## src/pkg/remap_lock_pkg.sv

```systemverilog
// constants for the remap write-protection block
// assumes a single system clock and a byte-wide view of the oscillator control low byte
package remap_lock_pkg;
  localparam int          OSC_BYTE_W   = 8;
  localparam logic [7:0]  UNLOCK_KEY_A = 8'h46;
  localparam logic [7:0]  UNLOCK_KEY_B = 8'h57;
  localparam int          LOCK_BIT     = 6;
  localparam int          ONE_WAY_BIT  = 5;
  localparam logic        LOCK_RESET   = 1'b0;
  localparam int          REMAP_REGS   = 8;
  localparam int          REMAP_W      = 16;

  typedef enum logic [2:0] {
    KEY_IDLE  = 3'b001,
    KEY_GOT_A = 3'b010,
    KEY_OPEN  = 3'b100
  } key_state_e;
endpackage

```

## src/verilog/remap_shadow.sv

```systemverilog
// shadow copy and mismatch monitor for the remap registers
// assumes live contents and write strobes come from the main block, same clock
`timescale 1ns/10ps
module remap_shadow
  import remap_lock_pkg::*;
#(
  parameter int NREGS = REMAP_REGS,
  parameter int WIDTH = REMAP_W
) (
  // clock and reset
  input  wire logic                   clock,
  input  wire logic                   nrst,
  input  wire logic                   ce,
  // live image and accepted writes
  input  wire logic [NREGS*WIDTH-1:0] live,
  input  wire logic [NREGS-1:0]       wr_ok,
  input  wire logic [WIDTH-1:0]       wr_data,
  // result
  output logic                        mismatch
);
  initial begin
    if (NREGS < 1 || WIDTH < 1) $error("remap_shadow: bad size");
  end

  typedef struct packed {
    logic [NREGS*WIDTH-1:0] shadow;
    logic                   mis;
  } shadow_s;

  shadow_s st_q;
  shadow_s st_d;
  logic [NREGS-1:0] diff;

  genvar g;
  generate
    for (g = 0; g < NREGS; g++) begin : gen_cmp
      // a legal write updates both copies together, so only disturbances differ
      assign diff[g] = live[g*WIDTH +: WIDTH] != st_q.shadow[g*WIDTH +: WIDTH];
    end
  endgenerate

  always_comb begin
    st_d = st_q;
    for (int i = 0; i < NREGS; i++) begin
      if (wr_ok[i]) begin
        st_d.shadow[i*WIDTH +: WIDTH] = wr_data;
      end
    end
    st_d.mis = |diff;
  end

  always_ff @(posedge clock or negedge nrst) begin
    if (!nrst) begin
      st_q <= '0;
    end else if (ce) begin
      st_q <= st_d;
    end
  end

  assign mismatch = st_q.mis;
endmodule

```

## src/verilog/pin_remap_write_lock.sv

```systemverilog
// remap register write protection: lock bit, key sequence, one-way option, shadow monitor
// assumes processor writes arrive as one-cycle strobes synchronous to CLOCK
// Summary of operation
// - while the pin map lock is set, remap register writes complete but change nothing.
// - the pin map lock is bit 6 of the oscillator control register; one blocks, zero permits.
// - the lock changes only on the single write right after keys 0x46 then 0x57 to the low byte.
// - the lock holds its value until software changes it; there is no automatic relock.
// - shadow copies of the remap registers are compared continuously; a difference requests reset.
// - with the one-way option (config bit 5) active, a set lock cannot be cleared.
// - with the one-way option active and the lock set, the key sequence has no effect.
// - in the one-way locked state only device reset clears the lock.
// - one-way option high (unprogrammed) gives one session; low allows unlimited sessions.
`timescale 1ns/10ps
module pin_remap_write_lock
  import remap_lock_pkg::*;
#(
  parameter int NREGS = REMAP_REGS,
  parameter int WIDTH = REMAP_W
) (
  // clock and reset
  input  wire logic                     CLOCK,
  input  wire logic                     NRST,
  input  wire logic                     CE,
  // oscillator control low byte writes
  input  wire logic                     OSC_WR,
  input  wire logic [OSC_BYTE_W-1:0]    OSC_WDATA,
  // oscillator configuration word
  input  wire logic [OSC_BYTE_W-1:0]    OSC_CONFIG_WORD,
  // remap register writes
  input  wire logic                     REMAP_WR,
  input  wire logic [$clog2(NREGS)-1:0] REMAP_ADDR,
  input  wire logic [WIDTH-1:0]         REMAP_WDATA,
  // disturbance injection, models upsets in the live cells
  input  wire logic                     UPSET,
  input  wire logic [WIDTH-1:0]         UPSET_MASK,
  // status and contents
  output logic                          PIN_MAP_LOCK,
  output logic [NREGS*WIDTH-1:0]        REMAP_REGS_OUT,
  output logic                          MISMATCH_RESET_REQ
);
  initial begin
    if (NREGS < 2 || WIDTH < 1) $error("pin_remap_write_lock: bad size");
    if (LOCK_BIT >= OSC_BYTE_W || ONE_WAY_BIT >= OSC_BYTE_W) $error("pin_remap_write_lock: control bit outside byte");
  end

  typedef struct packed {
    key_state_e             key;
    logic                   lock;
    // any set since reset; the one-way refusal keys off it
    logic                   ever_set;
    logic [NREGS*WIDTH-1:0] regs;
  } lock_s;

  lock_s st_q;
  lock_s st_d;
  logic  one_way;
  logic  frozen;
  logic  any_wr;
  logic  mis;
  logic [NREGS-1:0] wr_ok;

  ////////////////////////////////////////////////////////////////////////////
  assign one_way = OSC_CONFIG_WORD[ONE_WAY_BIT];
  // one-way session spent: keys and clears are both refused
  assign frozen  = one_way && st_q.lock && st_q.ever_set;
  assign any_wr  = OSC_WR || REMAP_WR;

  genvar g;
  generate
    for (g = 0; g < NREGS; g++) begin : gen_wr
      // gated by last cycle's lock, so a same-cycle unlock write does not open it
      assign wr_ok[g] = REMAP_WR && !st_q.lock && (REMAP_ADDR == ($clog2(NREGS))'(g));
    end
  endgenerate

  ////////////////////////////////////////////////////////////////////////////
  always_comb begin
    st_d = st_q;
    unique case (st_q.key)
      KEY_IDLE: begin
        if (OSC_WR && OSC_WDATA == UNLOCK_KEY_A && !frozen) begin
          st_d.key = KEY_GOT_A;
        end
      end
      KEY_GOT_A: begin
        if (OSC_WR && OSC_WDATA == UNLOCK_KEY_B) begin
          st_d.key = KEY_OPEN;
        end else if (any_wr) begin
          st_d.key = KEY_IDLE;
        end
      end
      KEY_OPEN: begin
        if (OSC_WR) begin
          // set always allowed; clear refused once one-way has latched
          if (!(frozen && !OSC_WDATA[LOCK_BIT])) begin
            st_d.lock = OSC_WDATA[LOCK_BIT];
          end
          st_d.key = KEY_IDLE;
        end else if (REMAP_WR) begin
          // a remap write closes the session unused; keys are never queued
          st_d.key = KEY_IDLE;
        end
      end
      default: st_d.key = KEY_IDLE;
    endcase
    if (st_d.lock) begin
      st_d.ever_set = 1'b1;
    end
    for (int i = 0; i < NREGS; i++) begin
      if (wr_ok[i]) begin
        st_d.regs[i*WIDTH +: WIDTH] = REMAP_WDATA;
      end
    end
    // upsets only reach register 0, enough to exercise the shadow compare
    if (UPSET) begin
      st_d.regs[WIDTH-1:0] = st_d.regs[WIDTH-1:0] ^ UPSET_MASK;
    end
  end

  // lock has no timer: it only moves on the keyed write
  // reset also clears the detector, so a cut key sequence never survives it
  always_ff @(posedge CLOCK or negedge NRST) begin
    if (!NRST) begin
      st_q.key      <= KEY_IDLE;
      st_q.lock     <= LOCK_RESET;
      st_q.ever_set <= 1'b0;
      st_q.regs     <= '0;
    end else if (CE) begin
      st_q <= st_d;
    end
  end

  ////////////////////////////////////////////////////////////////////////////
  remap_shadow #(
    .NREGS (NREGS),
    .WIDTH (WIDTH)
  ) remap_shadow_inst (
    .clock    (CLOCK),
    .nrst     (NRST),
    .ce       (CE),
    .live     (st_q.regs),
    .wr_ok    (wr_ok),
    .wr_data  (REMAP_WDATA),
    .mismatch (mis)
  );

  assign PIN_MAP_LOCK       = st_q.lock;
  assign REMAP_REGS_OUT     = st_q.regs;
  assign MISMATCH_RESET_REQ = mis;

  ////////////////////////////////////////////////////////////////////////////
  // remap write gating, lock stability, key abort, shadow upset and one-way checks
  AST_LOCKED_WRITE_IGNORED: assert property (@(posedge CLOCK) disable iff (!NRST)
    (CE && REMAP_WR && st_q.lock && !UPSET) |=> $stable(REMAP_REGS_OUT))
    else $error("remap write took effect while locked");

  AST_UNLOCKED_WRITE_STORES: assert property (@(posedge CLOCK) disable iff (!NRST)
    (CE && REMAP_WR && !st_q.lock && !UPSET && REMAP_ADDR == 0) |=> REMAP_REGS_OUT[WIDTH-1:0] == $past(REMAP_WDATA))
    else $error("unlocked remap write not stored");

  AST_LOCK_NEEDS_KEYS: assert property (@(posedge CLOCK) disable iff (!NRST)
    (CE && st_q.key != KEY_OPEN) |=> $stable(PIN_MAP_LOCK))
    else $error("lock changed without key sequence");

  AST_LOCK_HOLDS: assert property (@(posedge CLOCK) disable iff (!NRST)
    (!CE || !OSC_WR) |=> $stable(PIN_MAP_LOCK))
    else $error("lock changed without a write");

  AST_SHADOW_FLAGS_UPSET: assert property (@(posedge CLOCK) disable iff (!NRST)
    (CE && UPSET && UPSET_MASK != '0 && !REMAP_WR) ##1 CE |=> MISMATCH_RESET_REQ)
    else $error("upset not reported");

  AST_ONE_WAY_NO_CLEAR: assert property (@(posedge CLOCK) disable iff (!NRST)
    (one_way && PIN_MAP_LOCK && st_q.ever_set && $stable(one_way)) |=> PIN_MAP_LOCK)
    else $error("one-way lock was cleared");

  AST_ONE_WAY_KEYS_DEAD: assert property (@(posedge CLOCK) disable iff (!NRST)
    (frozen && st_q.key == KEY_IDLE) |=> st_q.key == KEY_IDLE)
    else $error("key detector advanced while frozen");

  AST_KEY_ABORT: assert property (@(posedge CLOCK) disable iff (!NRST)
    (CE && st_q.key == KEY_GOT_A && REMAP_WR && !OSC_WR) |=> st_q.key == KEY_IDLE)
    else $error("intervening write did not abort keys");

  AST_MULTI_SESSION: assert property (@(posedge CLOCK) disable iff (!NRST)
    (CE && !one_way && st_q.key == KEY_OPEN && OSC_WR && !OSC_WDATA[LOCK_BIT]) |=> !PIN_MAP_LOCK)
    else $error("programmed option refused unlock");

  // key sequence and session close
  AST_KEY_A_TAKEN: assert property (@(posedge CLOCK) disable iff (!NRST)
    (CE && st_q.key == KEY_IDLE && OSC_WR && OSC_WDATA == UNLOCK_KEY_A && !frozen) |=> st_q.key == KEY_GOT_A)
    else $error("first key not taken");

  AST_KEY_B_OPENS: assert property (@(posedge CLOCK) disable iff (!NRST)
    (CE && st_q.key == KEY_GOT_A && OSC_WR && OSC_WDATA == UNLOCK_KEY_B) |=> st_q.key == KEY_OPEN)
    else $error("second key did not open the session");

  AST_WRONG_KEY_RESTARTS: assert property (@(posedge CLOCK) disable iff (!NRST)
    (CE && st_q.key == KEY_GOT_A && OSC_WR && OSC_WDATA != UNLOCK_KEY_B)
    |=> (st_q.key == KEY_IDLE && $stable(PIN_MAP_LOCK)))
    else $error("wrong second key kept the detector armed");

  AST_OPEN_SETS_LOCK: assert property (@(posedge CLOCK) disable iff (!NRST)
    (CE && st_q.key == KEY_OPEN && OSC_WR && OSC_WDATA[LOCK_BIT]) |=> PIN_MAP_LOCK)
    else $error("lock write with bit set did not lock");

  AST_OPEN_CLEARS_LOCK: assert property (@(posedge CLOCK) disable iff (!NRST)
    (CE && st_q.key == KEY_OPEN && OSC_WR && !OSC_WDATA[LOCK_BIT] && !frozen) |=> !PIN_MAP_LOCK)
    else $error("open session could not clear the lock");

  AST_SINGLE_WRITE_CLOSES: assert property (@(posedge CLOCK) disable iff (!NRST)
    (CE && st_q.key == KEY_OPEN && OSC_WR) |=> st_q.key == KEY_IDLE)
    else $error("session stayed open after the lock write");

  // one-way option
  AST_FROZEN_REMAP_STABLE: assert property (@(posedge CLOCK) disable iff (!NRST)
    (CE && frozen && !UPSET) |=> $stable(REMAP_REGS_OUT))
    else $error("remap contents moved in the one-way locked state");

  AST_ONE_SESSION_ALLOWED: assert property (@(posedge CLOCK) disable iff (!NRST)
    (CE && one_way && !PIN_MAP_LOCK && st_q.key == KEY_IDLE && OSC_WR && OSC_WDATA == UNLOCK_KEY_A)
    |=> st_q.key == KEY_GOT_A)
    else $error("one-way option refused its first session");
endmodule

```

## config.mk

```make
export PLATFORM = sky130hd
export DESIGN_NAME = pin_remap_write_lock
export DESIGN_NICKNAME = d
export VERILOG_FILES = /design/src/pkg/remap_lock_pkg.sv /design/src/verilog/remap_shadow.sv /design/src/verilog/pin_remap_write_lock.sv
export SDC_FILE = /design/constraint.sdc
export NUM_CORES = 1
export LEC_CHECK = 0
export ABC_AREA = 1
export BUFFER_PORTS_ARGS = -buffer_cell sky130_fd_sc_hd__buf_2
export CAP_MARGIN = 20
export CORE_UTILIZATION = 30
export CTS_BUF_LIST = sky130_fd_sc_hd__clkbuf_16
export DETAILED_ROUTE_END_ITERATION = 10
export GPL_ROUTABILITY_DRIVEN = 0
export GPL_TIMING_DRIVEN = 0
export HOLD_SLACK_MARGIN = 0.15
export PLACE_DENSITY = 0.56
export SYNTH_ARGS = -nofsm -noshare
export SYNTH_HDL_FRONTEND = slang
export SYNTH_SLANG_ARGS = --single-unit
```

## constraint.sdc

```tcl
create_clock -name CLOCK -period 1.6 [get_ports CLOCK]
set_clock_uncertainty 0.1 [all_clocks]
set_input_delay 0.4 -clock CLOCK [delete_from_list [all_inputs] [get_ports CLOCK]]
set_output_delay 0.4 -clock CLOCK [all_outputs]
set_load 0.05 [all_outputs]
```

==> impl_metrics.csv <==
group,metric,value,unit
status,status,"finished with violations",
status,violations,"negative hold slack, negative setup slack",
hold_path,hold_class,"input pin to async pin",
clock_tree,cts_buffers,17,
final_layout,final_cell_mix,"nand2_1 (259), dfrtp_1 (148), buf_8 (122)",
clock_tree,cts_tree,"built",
sta,period_share,101.9,%
final_layout,register_area,3756,µm²
sta,max_freq,613.3,MHz
global_route,grt_pass1_wl,35.21,mm
sta,tightest_slew,0.8631,ns
sta,finalHoldWorstSlack,-0.08008,ns
flow_run,cap_violations,0,
die,pin_count,187,
final_layout,design_area,11100,µm²
placed_design,placed_area,8748,µm²
logic_synthesis,ys_ff_latch,150,
die,die_y,159.3,µm
route,drt_pass1_iterations,5,
final_layout,syn2layout_area_growth,49.58,%
power_and_ir_drop,vdd_drop_max,781.6,µV
final_layout,final_common_cell,"nand2_1",
global_route,grt_max_degree,90,
clock_tree,cts_num_sinks,150,
clock_tree,clk_path_buf_depth,2,
route,drt_iter0_markers,487,
power_and_ir_drop,leakagePower,5.765,nW
clock_tree,path_clk_slew,0.07,ns
worst_setup_path,reg2reg_from,"PIN_MAP_LOCK",
placed_design,dp_hpwl,15.05,mm
route,ant_nets,0,
global_route,antenna_found_initial,1,
sta,setup_tns,-0.1477,ns
power_and_ir_drop,p_sw_share,40.74,%
die,design.die.area,25370,µm²
final_layout,drive_gt1_share,38.32,%
logic_synthesis,syn_inst,909,
global_route,grt_pass1_vias,6090,
power_and_ir_drop,p_per_area,1647,nW/µm²
worst_setup_path,cp_data_required_time,1.85,ns
final_layout,fillers,2317,
logic_synthesis,syn_avg_cell_area,8.165,µm²
die,rows,57,
worst_setup_path,endpoint_kind,"flip-flop",
clock_tree,htreeDepth,4,
sta,max_slew_margin,42.46,%
power_and_ir_drop,power.switching,7.451,mW
sta,hold_viol,32,
placed_design,portBuffers,177,
sta,final-setup-viol-count,10,
global_route,met2_usage,28.95,%
logic_synthesis,ys_seq_area_share,50.59,%
power_and_ir_drop,clock_power_share,22.9,%
power_and_ir_drop,finalPower,18.29,mW
worst_setup_path,cp.arrival,1.88,ns
power_and_ir_drop,p_int,10.84,mW
global_route,grt_usage,18.37,%
route,vias_per_cell,4.440,
sta,fin_ws,-0.03048,ns
sta,timing.final.crit_period,1.630,ns
clock_tree,clk_latency,0.42,ns
global_route,busiest_layer,"met2",
global_route,gr-usage-met1,25.20,%
final_layout,nets,1166,
logic_synthesis,yosysUniqueCellTypes,24,
sta,final_max_slew_viol_count,0,
power_and_ir_drop,seq_power_share,31.1,%
logic_synthesis,synth_fp_nets,966,
final_layout,multiInputGateArea,2490,µm²
power_and_ir_drop,pwr-share-comb,46.0,%
logic_synthesis,netlist_area,7422,µm²
route,finalWirelength,23.85,mm
sta,rsz0062_at_grt,"yes",
worst_setup_path,critPathLaunch,"PIN_MAP_LOCK",
clock_tree,cts-root-buf,"clkbuf_16",
route,drc,0,
worst_setup_path,cp-start-kind,"flip-flop",
global_route,use_met3,3.829,%
global_route,grt.overflow.total,0,
route,wl_per_cell,16.48,µm
logic_synthesis,synth_warnings,0,
die,die_width,159.3,µm
die,initial_core_util,30.52,%
worst_setup_path,crit_fanout,6,
route,vias,6425,
die,fp.coreArea,24320,µm²
worst_setup_path,worstSetupPathType,"flip-flop to flip-flop",
## synthesized netlist by cell type (all sizes together)
library cell | instances | share of area (%)
nand2 | 296 | 15
clkbuf | 11 | 0.61
nand4 | 1 | 0.084
buf | 150 | 15
o21ai | 130 | 8.8
inv | 74 | 3.7
nand3 | 51 | 3.5
nor2 | 38 | 2.2
nand3b | 4 | 0.40
dfstp | 1 | 0.35
o211ai | 1 | 0.10
nor3 | 3 | 0.35
dfrtp | 149 | 50
## registers in the layout, indices dropped and copies added (netlist names)
signal                      cells
remap_shadow_inst.mismatch      1
PIN_MAP_LOCK                    1
REMAP_REGS_OUT                 64
remap_shadow_inst.st_q         80
st_q                            4
## power groups by stage
stage / logic [mW] / registers, mW / clock network [mW]
6_report: 8.42 / 5.68 / 4.19
5_1_grt: 8.87 / 5.78 / 4.44
4_1_cts: 8.13 / 5.46 / 4.26
3_5_place_dp: 6.63 / 5.43 / 0
3_3_place_gp: 6.57 / 5.40 / 0
2_1_floorplan: 5.37 / 5.25 / 0
## stage by stage
stage	setup slack [ns]	std cells	util [%]	hold slack (ns)
2_1_floorplan	0.02364	909	-	0.004409
5_1_grt	-0.1207	1446	45.64	0.01405
3_5_place_dp	-0.2210	1411	35.97	0.3463
4_1_cts	-0.02441	1449	43.34	-0.02110
6_report	-0.03048	1447	45.65	-0.08008
3_3_place_gp	-2.641	1410	35.83	0.3426
## routing by layer
metal  vias to the layer above  wire length, µm  part of all wire, %
met4                         2              595                  2.5
li1                       3128                -                    -
met2                       206            11100                   47
met5                         -                8                0.034
met1                      3063            10820                   45
met3                        26             1329                  5.6
## worst paths after layout
kind                       cells after the start                  to  slack [ns]
max in group asynchronous                      2           st_q[130]        0.63
max                                           11   REMAP_REGS_OUT[7]       -0.03
min                                            1  REMAP_REGS_OUT[85]       -0.08
min reg2reg                                    2           st_q[128]        0.36
max reg2reg                                   11   REMAP_REGS_OUT[7]       -0.03
min in group CLOCK                             5   REMAP_REGS_OUT[9]        0.23
## worst max-delay path, stage by stage, from the launching register on
cell,delay [ns]
dfrtp_2,0.44
inv_2,0.08
nand2_4,0.09
nor2_4,0.13
buf_6,0.13
nand2_8,0.08
buf_8,0.17
nand2_1,0.07
nand2_1,0.05
nand2_1,0.05
nand3_1,0.06
nand2_1,0.09
## kinds of logic after synthesis
group / after synthesis / share of synthesized area (%)
simple gates: 393 / 21.61
buf+inv: 235 / 18.93
flops: 150 / 50.59
compound gates: 131 / 8.867
## layout make-up
| class | instances | area share [%] |
|---|---|---|
| multi-input cells | 524 | 22.43 |
| inverters | 74 | 2.502 |
| flip-flops and latches | 150 | 33.83 |
| repair buffers | 283 | 27.33 |
| clock buffers | 17 | 3.832 |
| plain buffers | 59 | 4.756 |
| well taps | 324 | 3.652 |
| diodes | 1 | 0.02254 |
| clock inverters | 15 | 1.645 |
## timing repair
action / in CTS / in global routing
hold endpoints to repair: 88 / 88
resized for setup: 348 / 207
gates cloned: 3 / 5
setup endpoints to repair: 244 / 202
pin swaps: 7 / 14
setup buffers: 46 / 52
Note: power is estimated with default switching activity, not from simulation.
